## src/hdc_pkg.sv

```systemverilog
/*
  holdover dac control: register offsets, field layouts, reset values,
  event bit positions and the state type shared by the design files.
  assumes a byte-wide register port with a 9-bit address.
*/
`default_nettype none
package hdc_pkg;

  // register port geometry
  localparam int ADDR_W = 9;
  localparam int DATA_W = 8;

  // register offsets
  localparam logic [8:0] ADDR_CTRL = 9'h14b;
  localparam logic [8:0] ADDR_MAN_LO = 9'h14c;
  localparam logic [8:0] ADDR_TRIP_LO = 9'h14d;
  localparam logic [8:0] ADDR_TRIP_HI = 9'h14e;
  localparam logic [8:0] ADDR_SWITCH = 9'h150;
  localparam logic [8:0] ADDR_STATUS = 9'h151;
  localparam logic [8:0] ADDR_MASK = 9'h152;
  localparam logic [8:0] ADDR_STATE = 9'h153;
  localparam logic [8:0] ADDR_CODE_HI = 9'h154;
  localparam logic [8:0] ADDR_CODE_LO = 9'h155;

  // reset values and code limits
  localparam logic [7:0] CTRL_RESET = 8'h06;
  localparam logic [9:0] TRACK_START = 10'h200;
  localparam logic [9:0] CODE_MAX = 10'h3ff;
  localparam logic [5:0] TRIP_TOP = 6'h3f;

  // switch register field positions
  localparam int SW_EXIT_BIT = 5;
  localparam int SW_FREEZE_BIT = 4;
  localparam int SW_VTUNE_BIT = 2;

  // event bit positions in status and mask
  localparam int EVT_W = 5;
  localparam int EVT_ENTER = 0;
  localparam int EVT_EXIT = 1;
  localparam int EVT_SWITCH = 2;
  localparam int EVT_ABSENCE = 3;
  localparam int EVT_TRIP = 4;

  // main control register, one byte
  typedef struct packed {
    logic [1:0] timeout;
    logic absence_en;
    logic track_en;
    logic force_hold;
    logic man_sel;
    logic [1:0] man_hi;
  } hdc_ctrl_t;

  // switch control fields
  typedef struct packed {
    logic exit_on_lock;
    logic freeze_en;
    logic vtune_en;
  } hdc_switch_t;

  typedef enum logic {HDC_NORMAL, HDC_HOLDOVER} hdc_state_t;

endpackage
`default_nettype wire

```

## src/hdc_holdover.sv

```systemverilog
/*
  holdover dac control: register bank, dac tracking, holdover state,
  dac source selection, trip detection and interrupt status.
  assumes analog comparators and the lock detector arrive as asynchronous
  pins, and a byte register port with read data one cycle after the strobe.
*/
// Decided for this implementation: the plain strobed port.
`timescale 1ns/100ps
`default_nettype none
// Function
// - the two-bit timeout field picks the activity threshold for input loss, codes 0..3 being 5, 25, 100, 200 MHz.
// - one enable bit switches signal-absence detection on or off, for mos-format inputs only.
// - with tracking enabled the dac follows the tuning voltage, updating only while the first loop is locked.
// - after reset the tracked code starts at 512.
// - tracking runs in either dac source mode, but only outside holdover, so software can monitor the tuning voltage.
// - setting force-holdover places the device in holdover and clearing it removes the forcing.
// - in holdover the dac takes the manual code when manual mode is selected, else the last tracked code.
// - the manual select bit resets to one; zero picks tracked, one picks the manual code.
// - the 10-bit manual code has its top two bits in the control register and its low eight in the next.
// - with tuning detection on, holdover is entered when the voltage falls to (N+1)/64 of supply.
// - with tuning detection on, holdover is entered when the voltage rises within (N+1)/64 of supply.
// - the exit mode bit leaves holdover on renewed input activity (0) or on first-loop lock (1).
// - when enabled, a falling lock detect raises a clock switch event and enters holdover; else no effect.
module hdc_holdover #(
  parameter int TRACK_DIV = 64
) (
  // clock and reset
  input wire logic sys_clk,
  input wire logic rstn,
  // register port
  input wire logic [hdc_pkg::ADDR_W-1:0] addr,
  input wire logic [hdc_pkg::DATA_W-1:0] wdata,
  input wire logic wr,
  input wire logic rd,
  output logic [hdc_pkg::DATA_W-1:0] rdata,
  // asynchronous analog and loop status
  input wire logic first_loop_lock,
  input wire logic signal_absence,
  input wire logic tune_above_dac,
  // signal-absence detector setup
  output logic [1:0] signal_absence_timeout,
  output logic signal_absence_enable,
  // dac and holdover
  output logic [9:0] dac_code,
  output logic holdover_active,
  output logic clock_switch_event,
  // interrupt
  output logic irq
);

  generate
    if (TRACK_DIV < 2 || TRACK_DIV > 65536) begin : g_bad_div
      $error("TRACK_DIV out of range");
    end
  endgenerate

  localparam logic [15:0] DIV_LAST = 16'(TRACK_DIV - 1);

  // top six bits of a dac code for the trip compares
  function automatic logic [5:0] code_top(input logic [9:0] code);
    return code[9:4];
  endfunction

  hdc_pkg::hdc_ctrl_t ctrl;
  hdc_pkg::hdc_switch_t sw;
  hdc_pkg::hdc_state_t state;
  hdc_pkg::hdc_state_t next_state;
  logic [7:0] man_lo;
  logic [5:0] trip_lo;
  logic [5:0] trip_hi;
  logic [4:0] status;
  logic [4:0] mask;
  logic [9:0] trk;
  logic [9:0] next_trk;
  logic [9:0] next_dac;
  logic [15:0] div_cnt;
  logic lock_s;
  logic abs_s;
  logic above_s;
  logic lock_d;
  logic abs_d;
  logic [7:0] next_rdata;

  // pin inputs through three stages
  hdc_sync #(
    .WIDTH(3)
  ) u_sync (
    .sys_clk(sys_clk),
    .rstn(rstn),
    .async_in({first_loop_lock, signal_absence, tune_above_dac}),
    .level({lock_s, abs_s, above_s})
  );

  // write decode
  wire wr_ctrl = wr && addr == hdc_pkg::ADDR_CTRL;
  wire wr_man = wr && addr == hdc_pkg::ADDR_MAN_LO;
  wire wr_tlo = wr && addr == hdc_pkg::ADDR_TRIP_LO;
  wire wr_thi = wr && addr == hdc_pkg::ADDR_TRIP_HI;
  wire wr_sw = wr && addr == hdc_pkg::ADDR_SWITCH;
  wire wr_stat = wr && addr == hdc_pkg::ADDR_STATUS;
  wire wr_mask = wr && addr == hdc_pkg::ADDR_MASK;

  // detector setup straight from the control byte
  assign signal_absence_timeout = ctrl.timeout;
  assign signal_absence_enable = ctrl.absence_en;

  // manual code assembled from two registers
  wire [9:0] man_code = {ctrl.man_hi, man_lo};

  // tracking rate divider and step condition
  wire track_tick = div_cnt == DIV_LAST;
  wire hold = state == hdc_pkg::HDC_HOLDOVER;
  wire track_step = ctrl.track_en && lock_s && !hold && track_tick;
  wire step_up = above_s && trk != hdc_pkg::CODE_MAX;
  wire step_dn = !above_s && trk != 10'h000;
  assign next_trk = !track_step ? trk : step_up ? trk + 10'h001 : step_dn ? trk - 10'h001 : trk;

  // trip compares on the tracked code
  wire low_trip = sw.vtune_en && code_top(trk) <= trip_lo;
  wire high_trip = sw.vtune_en && code_top(trk) >= 6'(hdc_pkg::TRIP_TOP - trip_hi);
  wire trip = low_trip || high_trip;

  // input loss and lock loss events
  wire abs_on = ctrl.absence_en && abs_s;
  wire lock_fall = lock_d && !lock_s;
  wire switch_evt = sw.freeze_en && lock_fall;
  wire abs_rise = ctrl.absence_en && abs_s && !abs_d;

  // entry causes, levels that keep holdover, and exit qualifier
  wire enter = ctrl.force_hold || trip || abs_on || switch_evt;
  wire keep = ctrl.force_hold || trip || abs_on || switch_evt;
  wire exit_ok = sw.exit_on_lock ? lock_s : !abs_s;
  wire enter_now = !hold && enter;
  wire exit_now = hold && !keep && exit_ok;

  // holdover state
  always_comb begin
    next_state = state;
    unique case (state)
      hdc_pkg::HDC_NORMAL: begin
        if (enter) begin
          next_state = hdc_pkg::HDC_HOLDOVER;
        end
      end
      hdc_pkg::HDC_HOLDOVER: begin
        if (!keep && exit_ok) begin
          next_state = hdc_pkg::HDC_NORMAL;
        end
      end
    endcase
  end

  // dac source: manual or tracked in holdover, tracked otherwise
  assign next_dac = (hold && ctrl.man_sel) ? man_code : trk;

  // event vector and interrupt
  wire [4:0] evt = {enter_now && trip, abs_rise, switch_evt, exit_now, enter_now};
  wire [4:0] clr = wr_stat ? wdata[4:0] : 5'h00;
  assign irq = |(status & mask);
  assign holdover_active = hold;

  // read select; reserved bits come back zero
  assign next_rdata =
    addr == hdc_pkg::ADDR_CTRL ? ctrl :
    addr == hdc_pkg::ADDR_MAN_LO ? man_lo :
    addr == hdc_pkg::ADDR_TRIP_LO ? {2'h0, trip_lo} :
    addr == hdc_pkg::ADDR_TRIP_HI ? {2'h0, trip_hi} :
    addr == hdc_pkg::ADDR_SWITCH ? {2'h0, sw.exit_on_lock, sw.freeze_en, 1'h0, sw.vtune_en, 2'h0} :
    addr == hdc_pkg::ADDR_STATUS ? {3'h0, status} :
    addr == hdc_pkg::ADDR_MASK ? {3'h0, mask} :
    addr == hdc_pkg::ADDR_STATE ? {4'h0, hold, above_s, lock_s, abs_s} :
    addr == hdc_pkg::ADDR_CODE_HI ? {6'h00, trk[9:8]} :
    addr == hdc_pkg::ADDR_CODE_LO ? trk[7:0] :
    8'h00;

  // software registers
  always_ff @(posedge sys_clk) begin
    if (!rstn) begin
      ctrl <= hdc_pkg::CTRL_RESET;
      man_lo <= 8'h00;
      trip_lo <= 6'h00;
      trip_hi <= 6'h00;
      sw <= '0;
      mask <= 5'h00;
    end else begin
      if (wr_ctrl) ctrl <= wdata;
      if (wr_man) man_lo <= wdata;
      if (wr_tlo) trip_lo <= wdata[5:0];
      if (wr_thi) trip_hi <= wdata[5:0];
      if (wr_sw) sw <= {wdata[hdc_pkg::SW_EXIT_BIT], wdata[hdc_pkg::SW_FREEZE_BIT], wdata[hdc_pkg::SW_VTUNE_BIT]};
      if (wr_mask) mask <= wdata[4:0];
    end
  end

  // sticky status: a new event beats a clear in the same cycle
  always_ff @(posedge sys_clk) begin
    if (!rstn) begin
      status <= 5'h00;
    end else begin
      status <= (status & ~clr) | evt;
    end
  end

  // tracking, state, dac and edge history
  always_ff @(posedge sys_clk) begin
    if (!rstn) begin
      trk <= hdc_pkg::TRACK_START;
      div_cnt <= 16'h0000;
      state <= hdc_pkg::HDC_NORMAL;
      dac_code <= hdc_pkg::TRACK_START;
      lock_d <= 1'b0;
      abs_d <= 1'b0;
      clock_switch_event <= 1'b0;
    end else begin
      trk <= next_trk;
      div_cnt <= track_tick ? 16'h0000 : div_cnt + 16'h0001;
      state <= next_state;
      dac_code <= next_dac;
      lock_d <= lock_s;
      abs_d <= abs_s;
      clock_switch_event <= switch_evt;
    end
  end

  // read data only in the cycle after the strobe
  always_ff @(posedge sys_clk) begin
    if (!rstn) begin
      rdata <= 8'h00;
    end else begin
      rdata <= rd ? next_rdata : 8'h00;
    end
  end
endmodule
`default_nettype wire

```

## src/hdc_sync.sv

```systemverilog
/*
  three-stage synchroniser for pin inputs; the output level only changes
  once the second and third stages agree.
  assumes sys_clk and a synchronous active-low reset.
*/
`timescale 1ns/100ps
`default_nettype none
module hdc_sync #(
  parameter int WIDTH = 1
) (
  // clock and reset
  input wire logic sys_clk,
  input wire logic rstn,
  // asynchronous inputs and filtered levels
  input wire logic [WIDTH-1:0] async_in,
  output logic [WIDTH-1:0] level
);

  logic [WIDTH-1:0] stage1;
  logic [WIDTH-1:0] stage2;
  logic [WIDTH-1:0] stage3;
  logic [WIDTH-1:0] next_level;

  // take a new level only where stages two and three agree
  assign next_level = (stage2 & stage3) | (level & (stage2 | stage3));

  // shift chain; stage1 feeds only stage2
  always_ff @(posedge sys_clk) begin
    if (!rstn) begin
      stage1 <= '0;
      stage2 <= '0;
      stage3 <= '0;
      level <= '0;
    end else begin
      stage1 <= async_in;
      stage2 <= stage1;
      stage3 <= stage2;
      level <= next_level;
    end
  end

endmodule
`default_nettype wire

```

## config.mk

```make
export PLATFORM = sky130hd
export DESIGN_NAME = hdc_holdover
export DESIGN_NICKNAME = d
export VERILOG_FILES = /design/src/hdc_pkg.sv /design/src/hdc_holdover.sv /design/src/hdc_sync.sv
export SDC_FILE = /design/constraint.sdc
export NUM_CORES = 1
export LEC_CHECK = 0
export BUFFER_PORTS_ARGS = -buffer_cell sky130_fd_sc_hd__buf_2
export CORE_ASPECT_RATIO = 1.2
export CORE_MARGIN = 3
export CORE_UTILIZATION = 45
export CTS_CLUSTER_SIZE = 30
export DETAILED_ROUTE_END_ITERATION = 10
export PLACE_DENSITY = 0.61
export SLEW_MARGIN = 20
export SYNTH_ARGS = -nofsm -noshare
export SYNTH_HDL_FRONTEND = slang
export SYNTH_HIERARCHICAL = 1
export SYNTH_SLANG_ARGS = --single-unit
```

## constraint.sdc

```tcl
create_clock -name sys_clk -period 5.1 [get_ports sys_clk]
set_input_delay 0 -clock sys_clk [delete_from_list [all_inputs] [get_ports sys_clk]]
set_output_delay 0 -clock sys_clk [all_outputs]
set_load 0.02 [all_outputs]
```

==> Implementation_results.wiki <==
{| class="wikitable"
! Metric !! Value
|-
| TritonCTS clock tree || built
|-
| Number of nets at the end of the flow || 685
|-
| Final Instance Area || 5860 um^2
|-
| Max Clk Rate || 0.358 GHz
|-
| Antenna fix cells || 0
|-
| Fin crit share || 0.548
|-
| Critical path required time || 5.39 ns
|-
| Tightest slew margin relative to the limit || 0.355
|-
| Max-capacitance violation count || 0
|-
| Per-cell via count in the routed design || 5.53
|-
| R2r setup slk || 2.30 ns
|-
| Clock transition at the register clock pins on the worst setup and hold paths after CTS || 0.07 ns
|-
| Setup repair after global routing missed its margin || false
|-
| Starting density of the core || 0.464
|-
| Final setup violation count || 0
|-
| Synth Register Bits || 101
|-
| DR pass1 iterations || 5
|-
| H-tree depth || 3
|-
| Maximum vdd drop || 0.171 mV
|-
| Tightest Hold Check Type || in -> reg
|-
| Placement row count || 42
|-
| Share of synthesized registers carrying an async set or reset || 0
|-
| Cell family with the largest share of critical-path delay || simple AND/OR/NAND/NOR gates
|-
| Met1 Routed Length || 5.93 mm
|-
| Yosys top cell area share || 0.391
|-
| Critical path data arrival time || 3.08 ns
|-
| Kind of end point of the critical path || flop
|-
| Crit path buffers/inverters || 0
|-
| Maximum fanout encountered on the critical timing path || 9
|-
| Floorplan die height || 123 um
|-
| Most frequent standard cell in the layout excluding fill and tap cells || dfxtp_1
|-
| Total length of routed met2 wires || 6.34 mm
|-
| Kind of critical path || reg -> reg
|-
| Number of enable flip-flop cells after synthesis || 0
|-
| Cell area after technology mapping || 5170 um^2
|-
| Power consumption || 1.62 mW
|-
| Drt drc || 0
|-
| Via count || 4401
|-
| Placeable core region || 11100 um^2
|-
| Number of antenna violations at the first check in global routing || 0
|-
| Slowest-stage cell, CP || dfxtp_1
|-
| Hold path depth || 3
|-
| Predominant post-synthesis flop cell || dfxtp_1
|-
| Buffer cell driving the clock tree root || clkbuf_16
|-
| Setup crit start kind || flop
|-
| TritonCTS Buffers || 9
|-
| Routability cong. || 0.917
|-
| Antenna Violating Nets Remaining || 0
|-
| Total routed wirelength || 13.5 mm
|-
| Number of buffers between clock root and the deepest sink || 2
|-
| Die area || 12800 um^2
|-
| Instance area after placement || 5460 um^2
|-
| Average size of a mapped cell || 8.58 um^2
|-
| Setup clock skew after layout || 0.00996 ns
|-
| Number of sinks driven by the clock tree || 101
|-
| Number of hold-slack violations in the final timing report || 0
|-
| P&R area growth vs syn || 13.4%
|-
| Width of the chip || 104 um
|-
| Cell Pwr Density || 276 nW/um^2
|-
| Clock network latency to the later pin of the worst-skew pair || 0.35 ns
|-
| Reg2Reg Depth || 10
|-
| Synthesized netlist net count || 648
|-
| Ports || 48
|-
| Largest net degree at the start of global routing || 54
|-
| Met3 routed wirelength || 657 um
|-
| Total number of yosys warnings || 6
|-
| Cell accounting for the most synthesized area || dfxtp_1
|-
| PnR worst setup slack || 2.30 ns
|-
| Result of the run || complete, no violations
|-
| Slew at the pin with the worst max-slew slack || 0.960 ns
|-
| Number of global-route vias before repair || 4286
|-
| Static leakage power || 2.29 nW
|-
| Cell-by-cell listing of the critical path || nand4_1 -> nor3_1 -> nand2b_1 -> ha_1 -> nor3_1 -> o21bai_1 -> a41oi_1 -> xnor2_1 -> or3_1 -> nand3_1
|-
| Utilization after layout || 0.526
|-
| Average detailed-routed wire length per instance || 16.9 um
|-
| Aggregate global-route resource usage || 0.215
|-
| Most used cells in the layout excluding fill and tap cells || 101 x dfxtp_1, 81 x nand2_1, 47 x buf_2
|-
| PortBufs || 47
|-
| Pins Over Slew Limit || 0
|-
| Min Tclk post-route || 2.80 ns
|-
| Sum of negative setup slack || 0 ns
|-
| Portion of the post-synthesis area used by sequential elements || 0.391
|-
| Iteration-0 DRC count of the detailed router || 314
|-
| Final global-route overflow total || 0
|-
| Wire length of the first global-routing pass || 21.9 mm
|-
| Worst-case setup slack after placement || 2.34 ns
|-
| Leading post-synthesis cells by cell area || dfxtp_1 39%, nand2_1 5.9%, ha_1 5.1%
|-
| Depth of the critical timing path with buffers and inverters included || 10
|-
| Dpl hpwl || 9.64 mm
|-
| Highest routed layer || met4
|-
| Count of unique library cells instantiated by Yosys || 65
|-
| Most used cell, CP || nor3_1
|-
| Fraction of layout cells with a size suffix above 1 || 0.126
|-
| Max incr delay on CP || 0.51 ns
|-
| Gate count of the mapped netlist || 602
|}
-- logic make-up (layout without fill, tap and decap cells) --
logic type,Yosys count,in the layout,share of synthesized area
buf+inv,53,93,0.0455
compound gates,127,127,0.169
flops,101,101,0.391
xor+xnor,23,23,0.0390
fa+ha+maj,22,22,0.0547
simple gates,252,252,0.254
mux,24,24,0.0465
-- state kept, by name (all words and copies together) (netlist names), 2 cells and up --
register,count
div_cnt,16
dac_code,10
trk,10
man_lo,8
rdata,8
trip_hi,6
trip_lo,6
ctrl,5
mask,5
status,5
sw,3
u_sync/level,3
u_sync/stage1,3
u_sync/stage2,3
u_sync/stage3,3
signal_absence_timeout,2
-- per-stage QoR --
step | std cells | hold slack [ns]
floorplan | 602 | 0.142
global placement | 774 | 0.219
detailed placement | 774 | 0.224
CTS | 796 | 0.00719
global route | 796 | 0.0122
finish | 796 | 0.0143
-- repair_timing --
action	in CTS	in global routing
endpoints found under the hold margin	12	0
hold buffers	8	0
gates resized for setup	0	0
buffers inserted	0	0
-- power by group --
group | switching [mW] | internal, mW
sequential | 0.00324 | 0.793
combinational | 0.0506 | 0.0298
clock | 0.311 | 0.428
total | 0.365 | 1.25
-- synth_stat cells, drive strengths merged (10+ instances only) --
library cell	number
a21boi	33
a21oi	23
and2	18
buf	15
clkbuf	17
dfxtp	101
ha	21
inv	21
mux2i	24
nand2	81
nand3	37
nand4	10
nor2	37
nor2b	30
o21ai	25
xnor2	11
xor2	12
-- path summary, 6_finish.rpt --
kind / from / end
setup / recovery: trk[6] / trk[9]
hold / removal: wdata[4] / man_lo[4]
setup reg to reg: trk[6] / trk[9]
hold reg to reg: u_sync/stage1[1] / u_sync/stage2[1]
-- tightest hold or removal path: stages --
cell,delay (ns)
buf_2,0.17
nand3_1,0.08
a21boi_0,0.07
-- cell type report --
type                       count  area [um^2]
tap                          154          193
multi-input combinational    448         2920
clock buffer                   9          225
sequential                   101         2020
clock inverter                 5         85.1
timing repair buffer          58          338
fill                        1063         5280
inverter                      21         78.8
-- metal layers --
layer	up-vias	global-route usage
met5	-	0
met4	0	0.103
met3	33	0.0360
met2	141	0.362
met1	2047	0.271
li1	2180	-
Power figures use the tool's default switching activity.
